### src/reset_seq_pkg.sv
// Constants, types and register map of the reset source sequencer
package reset_seq_pkg;

    localparam int ADDR_WIDTH = 8;
    localparam int DATA_WIDTH = 32;
    localparam int COUNT_WIDTH = 13;
    localparam int CAUSE_WIDTH = 6;

    // Sequence lengths in periods of the named clock
    localparam int POR_MIN_INPUT_PERIODS = 16;
    localparam int POR_STRETCH_PERIODS = 1024;
    localparam int PLL_LOCK_PERIODS = 6400;
    localparam int HARD_RELEASE_PERIODS = 512;
    localparam int SOFT_RELEASE_PERIODS = 515;
    localparam int SOFT_ONLY_PERIODS = 512;
    localparam int LINE_SETTLE_CYCLES = 4;

    // Register byte offsets
    localparam logic [ADDR_WIDTH-1:0] CONTROL_OFFSET = 8'h00;
    localparam logic [ADDR_WIDTH-1:0] CAUSE_OFFSET = 8'h04;
    localparam logic [ADDR_WIDTH-1:0] STRAP_OFFSET = 8'h08;
    localparam logic [ADDR_WIDTH-1:0] CONFIG_OFFSET = 8'h0C;
    localparam logic [ADDR_WIDTH-1:0] IRQ_STATUS_OFFSET = 8'h10;
    localparam logic [ADDR_WIDTH-1:0] IRQ_MASK_OFFSET = 8'h14;
    localparam logic [ADDR_WIDTH-1:0] STATE_OFFSET = 8'h18;

    // Control fields
    localparam int CTRL_BUS_MON_EN_BIT = 0;
    localparam int CTRL_REF_DIV_LSB = 4;
    localparam int REF_DIV_WIDTH = 4;
    localparam logic [REF_DIV_WIDTH-1:0] REF_DIV_RESET = 4'h1;

    // Cause and interrupt bit positions
    localparam int CAUSE_POR = 0;
    localparam int CAUSE_EXT_HARD = 1;
    localparam int CAUSE_EXT_SOFT = 2;
    localparam int CAUSE_WATCHDOG = 3;
    localparam int CAUSE_BUS_MON = 4;
    localparam int CAUSE_TAP = 5;

    typedef enum logic [2:0] {
        POR_HOLD,
        POR_STRETCH,
        PLL_WAIT,
        HARD_HOLD,
        SOFT_HOLD,
        RUN
    } seq_state_type;

    typedef struct packed {
        logic       reset_config_select;
        logic       config_source_select;
        logic       slave_port_sync_select;
        logic       slave_port_wide_select;
        logic [3:0] chip_identifier_straps;
        logic [2:0] boot_mode_straps;
        logic       watchdog_enable_strap;
        logic [1:0] clock_mode_straps;
    } strap_type;

    localparam strap_type STRAP_RESET = '0;

    typedef struct packed {
        logic [ADDR_WIDTH-1:0] addr;
        logic [DATA_WIDTH-1:0] wdata;
        logic                  write;
        logic                  read;
    } bus_req_type;

    typedef struct packed {
        logic hard_out;
        logic hard_oe;
        logic soft_out;
        logic soft_oe;
    } line_drive_type;

endpackage

### src/reset_source_sequencer.sv
// Reset source sequencer: sources, release timing, straps, status and interrupt
//
// The placing of the registers and the plain strobed port are this design's own decisions.
`timescale 1ns/10ps
module reset_source_sequencer
    import reset_seq_pkg::*;
(
    input  wire logic                  core_clk,
    input  wire logic                  rst_n,
    input  wire logic                  power_on_reset_in_n,
    input  wire logic                  input_clock_tick,
    input  wire logic                  reference_clock_tick,
    input  wire logic                  hard_reset_line_in,
    input  wire logic                  soft_reset_line_in,
    input  wire logic                  watchdog_expired,
    input  wire logic                  bus_monitor_expired,
    input  wire logic                  tap_reset_command,
    input  wire strap_type             strap_in,
    input  wire logic [DATA_WIDTH-1:0] hard_config_in,
    input  wire bus_req_type           bus_req,
    output logic [DATA_WIDTH-1:0]      bus_rdata,
    output line_drive_type             line_drive,
    output logic                       internal_por,
    output logic                       system_pll_locked,
    output logic                       core_reset_n,
    output strap_type                  strap_latched,
    output logic [DATA_WIDTH-1:0]      hard_config_word,
    output logic                       irq
);

    typedef struct packed {
        logic                    por_meta;
        logic                    por_sync;
        logic                    hard_meta;
        logic                    hard_sync;
        logic                    soft_meta;
        logic                    soft_sync;

        seq_state_type           seq;
        logic [COUNT_WIDTH-1:0]  count;
        logic [REF_DIV_WIDTH-1:0] div_count;

        logic                    int_por;
        logic                    pll_locked;
        logic                    hard_oe;
        logic                    soft_oe;
        logic                    core_rst_n;

        strap_type               straps;
        logic [DATA_WIDTH-1:0]   config_word;

        logic                    bus_mon_en;
        logic [REF_DIV_WIDTH-1:0] ref_div;

        logic [CAUSE_WIDTH-1:0]  cause;
        logic [CAUSE_WIDTH-1:0]  irq_status;
        logic [CAUSE_WIDTH-1:0]  irq_mask;
        logic                    irq;

        logic [DATA_WIDTH-1:0]   rdata;
    } state_type;

    localparam logic [COUNT_WIDTH-1:0] POR_STRETCH_LAST =
        COUNT_WIDTH'(POR_STRETCH_PERIODS - 1);
    localparam logic [COUNT_WIDTH-1:0] PLL_LOCK_LAST =
        COUNT_WIDTH'(PLL_LOCK_PERIODS - 1);
    localparam logic [COUNT_WIDTH-1:0] HARD_RELEASE_LAST =
        COUNT_WIDTH'(HARD_RELEASE_PERIODS - 1);
    localparam logic [COUNT_WIDTH-1:0] SOFT_RELEASE_LAST =
        COUNT_WIDTH'(SOFT_RELEASE_PERIODS - 1);
    localparam logic [COUNT_WIDTH-1:0] SOFT_ONLY_LAST =
        COUNT_WIDTH'(SOFT_ONLY_PERIODS - 1);

    localparam logic [COUNT_WIDTH-1:0] SETTLE_DONE = COUNT_WIDTH'(LINE_SETTLE_CYCLES);

    state_type s;
    state_type next_s;

    logic [CAUSE_WIDTH-1:0] hard_src;
    logic [CAUSE_WIDTH-1:0] soft_src;

    logic [CAUSE_WIDTH-1:0] irq_set;
    logic [CAUSE_WIDTH-1:0] irq_clear;
    logic                   lines_settled;
    logic                   ref_div_wrap;

    always_comb begin
        next_s = s;

        hard_src = '0;
        soft_src = '0;
        irq_set = '0;
        irq_clear = '0;
        lines_settled = (s.count == SETTLE_DONE);
        ref_div_wrap = ({1'b0, s.div_count} + 5'h01) >= {1'b0, s.ref_div};

        // First stage feeds only the second stage
        next_s.por_meta = power_on_reset_in_n;
        next_s.por_sync = s.por_meta;
        next_s.hard_meta = hard_reset_line_in;
        next_s.hard_sync = s.hard_meta;
        next_s.soft_meta = soft_reset_line_in;
        next_s.soft_sync = s.soft_meta;

        // Straps follow the pin while power-on reset is low, frozen at release
        if (!power_on_reset_in_n) begin
            next_s.straps = strap_in;
        end

        // Line sources only count while the lines are ours to watch
        hard_src[CAUSE_WATCHDOG] = watchdog_expired && s.straps.watchdog_enable_strap;
        hard_src[CAUSE_BUS_MON] = bus_monitor_expired && s.bus_mon_en;
        hard_src[CAUSE_EXT_HARD] = !s.hard_oe && !s.hard_sync && lines_settled;
        soft_src[CAUSE_TAP] = tap_reset_command;
        soft_src[CAUSE_EXT_SOFT] = !s.soft_oe && !s.soft_sync && lines_settled;

        if (!s.por_sync) begin
            // Set each cycle so a clear cannot hide it
            next_s.cause = CAUSE_WIDTH'(1) << CAUSE_POR;
            irq_set[CAUSE_POR] = 1'b1;
            next_s.seq = POR_HOLD;
            next_s.count = '0;
            next_s.div_count = '0;
            next_s.int_por = 1'b1;
            next_s.pll_locked = 1'b0;
            next_s.hard_oe = 1'b1;
            next_s.soft_oe = 1'b1;
            next_s.core_rst_n = 1'b0;
        end else begin
            case (s.seq)
                POR_HOLD: begin
                    next_s.seq = POR_STRETCH;
                    next_s.count = '0;
                end

                POR_STRETCH: begin
                    if (input_clock_tick) begin
                        next_s.count = s.count + 1'b1;
                        if (s.count == POR_STRETCH_LAST) begin
                            next_s.int_por = 1'b0;
                            next_s.config_word = hard_config_in;
                            next_s.seq = PLL_WAIT;
                            next_s.count = '0;
                            next_s.div_count = '0;
                        end
                    end
                end

                PLL_WAIT: begin
                    // PLL reference is the input clock over the divide factor
                    if (input_clock_tick) begin
                        next_s.div_count = s.div_count + 1'b1;
                        if (ref_div_wrap) begin
                            next_s.div_count = '0;
                            next_s.count = s.count + 1'b1;
                            if (s.count == PLL_LOCK_LAST) begin
                                next_s.pll_locked = 1'b1;
                                next_s.seq = HARD_HOLD;
                                next_s.count = '0;
                            end
                        end
                    end
                end

                HARD_HOLD: begin
                    if (reference_clock_tick) begin
                        next_s.count = s.count + 1'b1;
                        if (s.count == HARD_RELEASE_LAST) begin
                            next_s.hard_oe = 1'b0;
                        end
                        // Soft trails hard by three ticks
                        if (s.count == SOFT_RELEASE_LAST) begin
                            next_s.soft_oe = 1'b0;
                            next_s.core_rst_n = 1'b1;
                            next_s.seq = RUN;
                            next_s.count = '0;
                        end
                    end
                end

                SOFT_HOLD: begin
                    // Cores only; straps and config kept
                    if (reference_clock_tick) begin
                        next_s.count = s.count + 1'b1;
                        if (s.count == SOFT_ONLY_LAST) begin
                            next_s.soft_oe = 1'b0;
                            next_s.core_rst_n = 1'b1;
                            next_s.seq = RUN;
                            next_s.count = '0;
                        end
                    end
                end

                RUN: begin
                    // Released lines need a few cycles to read high through the sync
                    if (!lines_settled) begin
                        next_s.count = s.count + 1'b1;
                    end
                end

                default: begin
                    next_s.seq = POR_HOLD;
                end
            endcase

            // Hard sources win over soft ones and may escalate a soft reset
            if ((s.seq == RUN || s.seq == SOFT_HOLD) && (hard_src != '0)) begin
                next_s.seq = HARD_HOLD;
                next_s.count = '0;
                next_s.hard_oe = 1'b1;
                next_s.soft_oe = 1'b1;
                next_s.core_rst_n = 1'b0;
                next_s.config_word = hard_config_in;
                next_s.cause = hard_src;
                irq_set = hard_src;
            end else if (s.seq == RUN && soft_src != '0) begin
                // Soft requests only from idle
                next_s.seq = SOFT_HOLD;
                next_s.count = '0;
                next_s.soft_oe = 1'b1;
                next_s.core_rst_n = 1'b0;
                next_s.cause = soft_src;
                irq_set = soft_src;
            end
        end

        // Register writes
        if (bus_req.write) begin
            case (bus_req.addr)
                CONTROL_OFFSET: begin
                    next_s.bus_mon_en = bus_req.wdata[CTRL_BUS_MON_EN_BIT];
                    next_s.ref_div =
                        bus_req.wdata[CTRL_REF_DIV_LSB +: REF_DIV_WIDTH];
                end

                IRQ_STATUS_OFFSET: begin
                    irq_clear = bus_req.wdata[CAUSE_WIDTH-1:0];
                end

                IRQ_MASK_OFFSET: begin
                    next_s.irq_mask = bus_req.wdata[CAUSE_WIDTH-1:0];
                end

                default: begin
                end
            endcase
        end

        // A new event beats a write-one clear in the same cycle
        next_s.irq_status = (s.irq_status & ~irq_clear) | irq_set;
        next_s.irq = |(next_s.irq_status & next_s.irq_mask);

        // Read data stands one cycle only; unmapped reads return zero
        next_s.rdata = '0;
        if (bus_req.read) begin
            case (bus_req.addr)
                CONTROL_OFFSET: begin
                    next_s.rdata[CTRL_BUS_MON_EN_BIT] = s.bus_mon_en;
                    next_s.rdata[CTRL_REF_DIV_LSB +: REF_DIV_WIDTH] = s.ref_div;
                end

                CAUSE_OFFSET: begin
                    next_s.rdata[CAUSE_WIDTH-1:0] = s.cause;
                end

                STRAP_OFFSET: begin
                    next_s.rdata[$bits(strap_type)-1:0] = s.straps;
                end

                CONFIG_OFFSET: begin
                    next_s.rdata = s.config_word;
                end

                IRQ_STATUS_OFFSET: begin
                    next_s.rdata[CAUSE_WIDTH-1:0] = s.irq_status;
                end

                IRQ_MASK_OFFSET: begin
                    next_s.rdata[CAUSE_WIDTH-1:0] = s.irq_mask;
                end

                STATE_OFFSET: begin
                    next_s.rdata[2:0] = s.seq;
                    next_s.rdata[4] = s.int_por;
                    next_s.rdata[5] = s.pll_locked;
                    next_s.rdata[6] = s.hard_oe;
                    next_s.rdata[7] = s.soft_oe;
                    next_s.rdata[8] = s.core_rst_n;
                end

                default: begin
                end
            endcase
        end
    end

    always_ff @(posedge core_clk or negedge rst_n) begin
        if (!rst_n) begin
            s.por_meta <= 1'b0;
            s.por_sync <= 1'b0;
            s.hard_meta <= 1'b1;
            s.hard_sync <= 1'b1;
            s.soft_meta <= 1'b1;
            s.soft_sync <= 1'b1;

            s.seq <= POR_HOLD;
            s.count <= '0;
            s.div_count <= '0;

            s.int_por <= 1'b1;
            s.pll_locked <= 1'b0;
            s.hard_oe <= 1'b1;
            s.soft_oe <= 1'b1;
            s.core_rst_n <= 1'b0;

            s.straps <= STRAP_RESET;
            s.config_word <= '0;

            s.bus_mon_en <= 1'b0;
            s.ref_div <= REF_DIV_RESET;

            s.cause <= '0;
            s.irq_status <= '0;
            s.irq_mask <= '0;
            s.irq <= 1'b0;

            s.rdata <= '0;
        end else begin
            s <= next_s;
        end
    end

    // Open-drain: the lines are only ever pulled low
    assign line_drive.hard_out = 1'b0;
    assign line_drive.soft_out = 1'b0;
    assign line_drive.hard_oe = s.hard_oe;
    assign line_drive.soft_oe = s.soft_oe;

    assign bus_rdata = s.rdata;
    assign internal_por = s.int_por;
    assign system_pll_locked = s.pll_locked;
    assign core_reset_n = s.core_rst_n;

    assign strap_latched = s.straps;
    assign hard_config_word = s.config_word;
    assign irq = s.irq;

endmodule

### config.mk
export PLATFORM = sky130hd
export DESIGN_NAME = reset_source_sequencer
export DESIGN_NICKNAME = d
export VERILOG_FILES = /design/src/reset_seq_pkg.sv /design/src/reset_source_sequencer.sv
export SDC_FILE = /design/constraint.sdc
export NUM_CORES = 1
export LEC_CHECK = 0
export BUFFER_PORTS_ARGS = -buffer_cell sky130_fd_sc_hd__buf_2
export CAP_MARGIN = 20
export CORE_UTILIZATION = 39
export DETAILED_ROUTE_END_ITERATION = 8
export HOLD_SLACK_MARGIN = 0.06
export PLACE_DENSITY = 0.66
export SYNTH_ARGS = -nofsm -noshare
export SYNTH_HDL_FRONTEND = slang
export SYNTH_SLANG_ARGS = --single-unit
### constraint.sdc
create_clock -name core_clk -period 3.9 [get_ports core_clk]
set_clock_uncertainty 0.2 [all_clocks]
set_input_delay 0 -clock core_clk [delete_from_list [all_inputs] [get_ports core_clk]]
set_output_delay 0 -clock core_clk [all_outputs]
set_load 0.01 [all_outputs]
==> flow_summary.ini <==
[power]
internal_power_uw = 2480
ir_drop_mv = 0.360
p_comb_share_pct = 10.8
power.density_mw_per_mm2 = 380
clockPowerShare_pct = 45.7
leakagePower_uw = 0.00429
swShare_pct = 25.0
p_seq_share_pct = 43.5
p_switching_uw = 828

[sta]
fin_crit_sh_pct = 82.4
finalHoldViolCount = 0
finalSetupViolCount = 0
fin_crit_ps = 3210
slew_viol_final = 0
worstMarginPinSlew_ps = 699
rsz0062_at_grt = false
slew_headroom_pct = 52.9
max_freq_mhz = 311
fin_tns_setup_ps = 0

[synthesis]
ys_ff_latch = 133
syn_avg_cell_area_sq_um = 11.1
async_flop_share_pct = 100
synth-edff-count = 0
ys.flop_type = dfrtp_1
synthesis.instances = 607
ys_types = 70
ys_warn_count = 0
syn_area_sq_mm = 0.00675
yosysSeqAreaShare_pct = 49.4

[layout]
layout_commonest_cell = buf_2
final_cell_count_no_fill = 1014
final_nets = 887
syn2layout_area_growth_pct = 28.9
fill_cells = 1416
layout_common_cells = buf_2, dfrtp_1, dlygate4sd3_1
layout-drive-gt1-share_pct = 36.6
fin_util_pct = 51.9
antenna_cells = 0

[worst_setup_path]
reg2reg_depth = 7
slowest_stage = dlygate4sd3_1
cp_max_fo = 3
cp.depth = 10
cpMostUsedCell = dlygate4sd3_1
crit_path_end_kind = flip-flop
critPathTopFamily = buffers and inverters
crit_required_ps = 3980
critPathKind = in -> reg
worstPathCellList = dlygate4sd3_1 > buf_2 > or4_4 > nor4b_4 > dlygate4sd3_1 > nand3_1 > a21o_1 > a22o_1 > a211o_1 > a221o_1
slowest_delay_ps = 700
cp_num_buf_inv = 3
arrival_ps = 3300
start_kind = input pin

[routing]
vias = 5232
drc = 0
drt-pass1-iter-count = 5
drt-total-wl_microns = 17500
wl_per_cell_microns = 17.3
drt_iter0_markers = 388
vias_per_cell = 5.16
antenna_left = 0

[cts]
cts_resized = 0
cts_tree = done
cts_made_buffers = 17
ctsHtreeMaxLevel = 4
root_buffer = clkbuf_16
max-clock-path-buffers = 2
clock_latency_ps = 410
clk_transition_reported_paths_ps = 60
clock-sinks = 133

[placement]
place.gp.congestion = 0.850
place_hpwl_microns = 11600
io_buffers = 157
dp.cells = 885

[die]
ios = 184
initial_core_util_pct = 40.3
coreArea_sq_mm = 0.0168
fp-row-count = 47
die-area_sq_mm = 0.0178
die_y_microns = 134
fp.dieW_microns = 134

[hold_path]
hold_depth = 6
hp-class = in -> reg

[global_route]
grt_usage_pct = 19.9
grt_max_degree = 83
grt_pass1_vias = 5486
grt_pass1_wl_microns = 27900
antenna_found_initial = 0
grt_overflow = 0

[run]
maxCapViolCount = 0

[run_status]
status = finished, final reports clean
==> power by group through the flow <==
stage,Sequential [uW],Combinational [uW],Clock [uW]
floorplan,1460,165,0
finish,1440,356,1510
global placement,1460,259,0
detailed placement,1460,266,0
global route,1440,388,1590
CTS,1440,348,1520
==> worst register-to-register path, stage by stage (launching register included) <==
cell	delay, ps
dfrtp_1	460
nor4_1	650
nand4_1	210
a21oi_2	390
o221ai_2	180
a31oi_2	460
o21ai_0	200
a22o_1	270
==> registers in the layout, summed over array words and instances (netlist names) <==
| register | flops |
|---|---|
| system_pll_locked | 1 |
| s | 46 |
| line_drive | 2 |
| irq | 1 |
| bus_rdata | 32 |
| internal_por | 1 |
| next_s | 3 |
| strap_latched | 14 |
| core_reset_n | 1 |
| hard_config_word | 32 |
==> timing repair <==
| item | 4_1_cts | 5_1_grt |
|---|---|---|
| endpoints found under the hold margin | 168 | 9 |
| setup buffers | 0 | 0 |
| hold buffers | 94 | 1 |
==> metal layers <==
metal / vias to the layer above / track usage, % / share of wire (%)
li1: 2410 / - / -
met4: 0 / 8.90 / 3.1
met1: 2565 / 24.4 / 42
met3: 43 / 4.11 / 5.5
met2: 214 / 33.6 / 49
met5: - / 0 / 0
==> worst paths after layout <==
| kind | to | start | slack, ps |
|---|---|---|---|
| min reg2reg | s[131] | next_s[131] | 160 |
| min in group asynchronous | strap_latched[10] | rst_n | 310 |
| max reg2reg | s[123] | s[121] | 760 |
| max | irq | bus_req[41] | 690 |
| min | bus_rdata[1] | bus_req[39] | 150 |
| max in group asynchronous | hard_config_word[18] | rst_n | 2210 |
==> cells in the mapped netlist, drive strengths merged (7+ instances only) <==
cell type | count | area, sq um
dfrtp | 125 | 3130
buf | 89 | 664
mux2 | 68 | 766
nand2 | 36 | 135
o21ai | 32 | 160
nor2 | 31 | 119
and2 | 24 | 151
clkbuf | 17 | 65.1
a22o | 14 | 123
inv | 11 | 41.3
nor2b | 11 | 71.3
a21oi | 10 | 53.8
and3 | 10 | 63.8
nand3 | 10 | 50.1
a22oi | 9 | 67.6
mux2i | 9 | 90.1
dfstp | 8 | 210
ha | 8 | 100
nand2b | 7 | 43.8
nand4 | 7 | 43.8
nor3 | 7 | 35.0
==> stage by stage <==
step                      area (sq um)  hold slack, ps  worst slack [ps]  power [uW]
after floorplan                   6760            -496              1180        1620
after global placement            7150           -90.1               828        1720
after detailed placement          7150           -91.5               778        1730
after CTS                         8650             122               745        3310
after global routing              8700             150               580        3420
final                             8700             146               688        3310
==> logic make-up (layout without fill, tap and decap cells) <==
logic type / after synthesis / count (layout) / share of synthesized area (%)
multiplexers: 78 / 78 / 13.0
AO/OA/AOI/OAI: 102 / 102 / 10.8
AND/OR/NAND/NOR: 166 / 166 / 13.5
buffers and inverters: 117 / 303 / 11.4
other: 1 / 2 / 0.0555
flip-flops: 133 / 133 / 49.4
adder cells (fa/ha/maj): 8 / 8 / 1.48
XOR/XNOR: 2 / 2 / 0.259
==> layout make-up <==
cell class	count	area, sq um	share of cell area [%]
Multi-Input combinational cell	358	2660	30.6
Timing Repair Buffer	260	1830	21.0
Inverter	11	41.3	0.474
Tap cell	220	275	3.16
Clock buffer	18	429	4.93
Sequential cell	133	3340	38.3
Clock inverter	14	129	1.48
No activity file was read; power rests on OpenSTA's default activity.
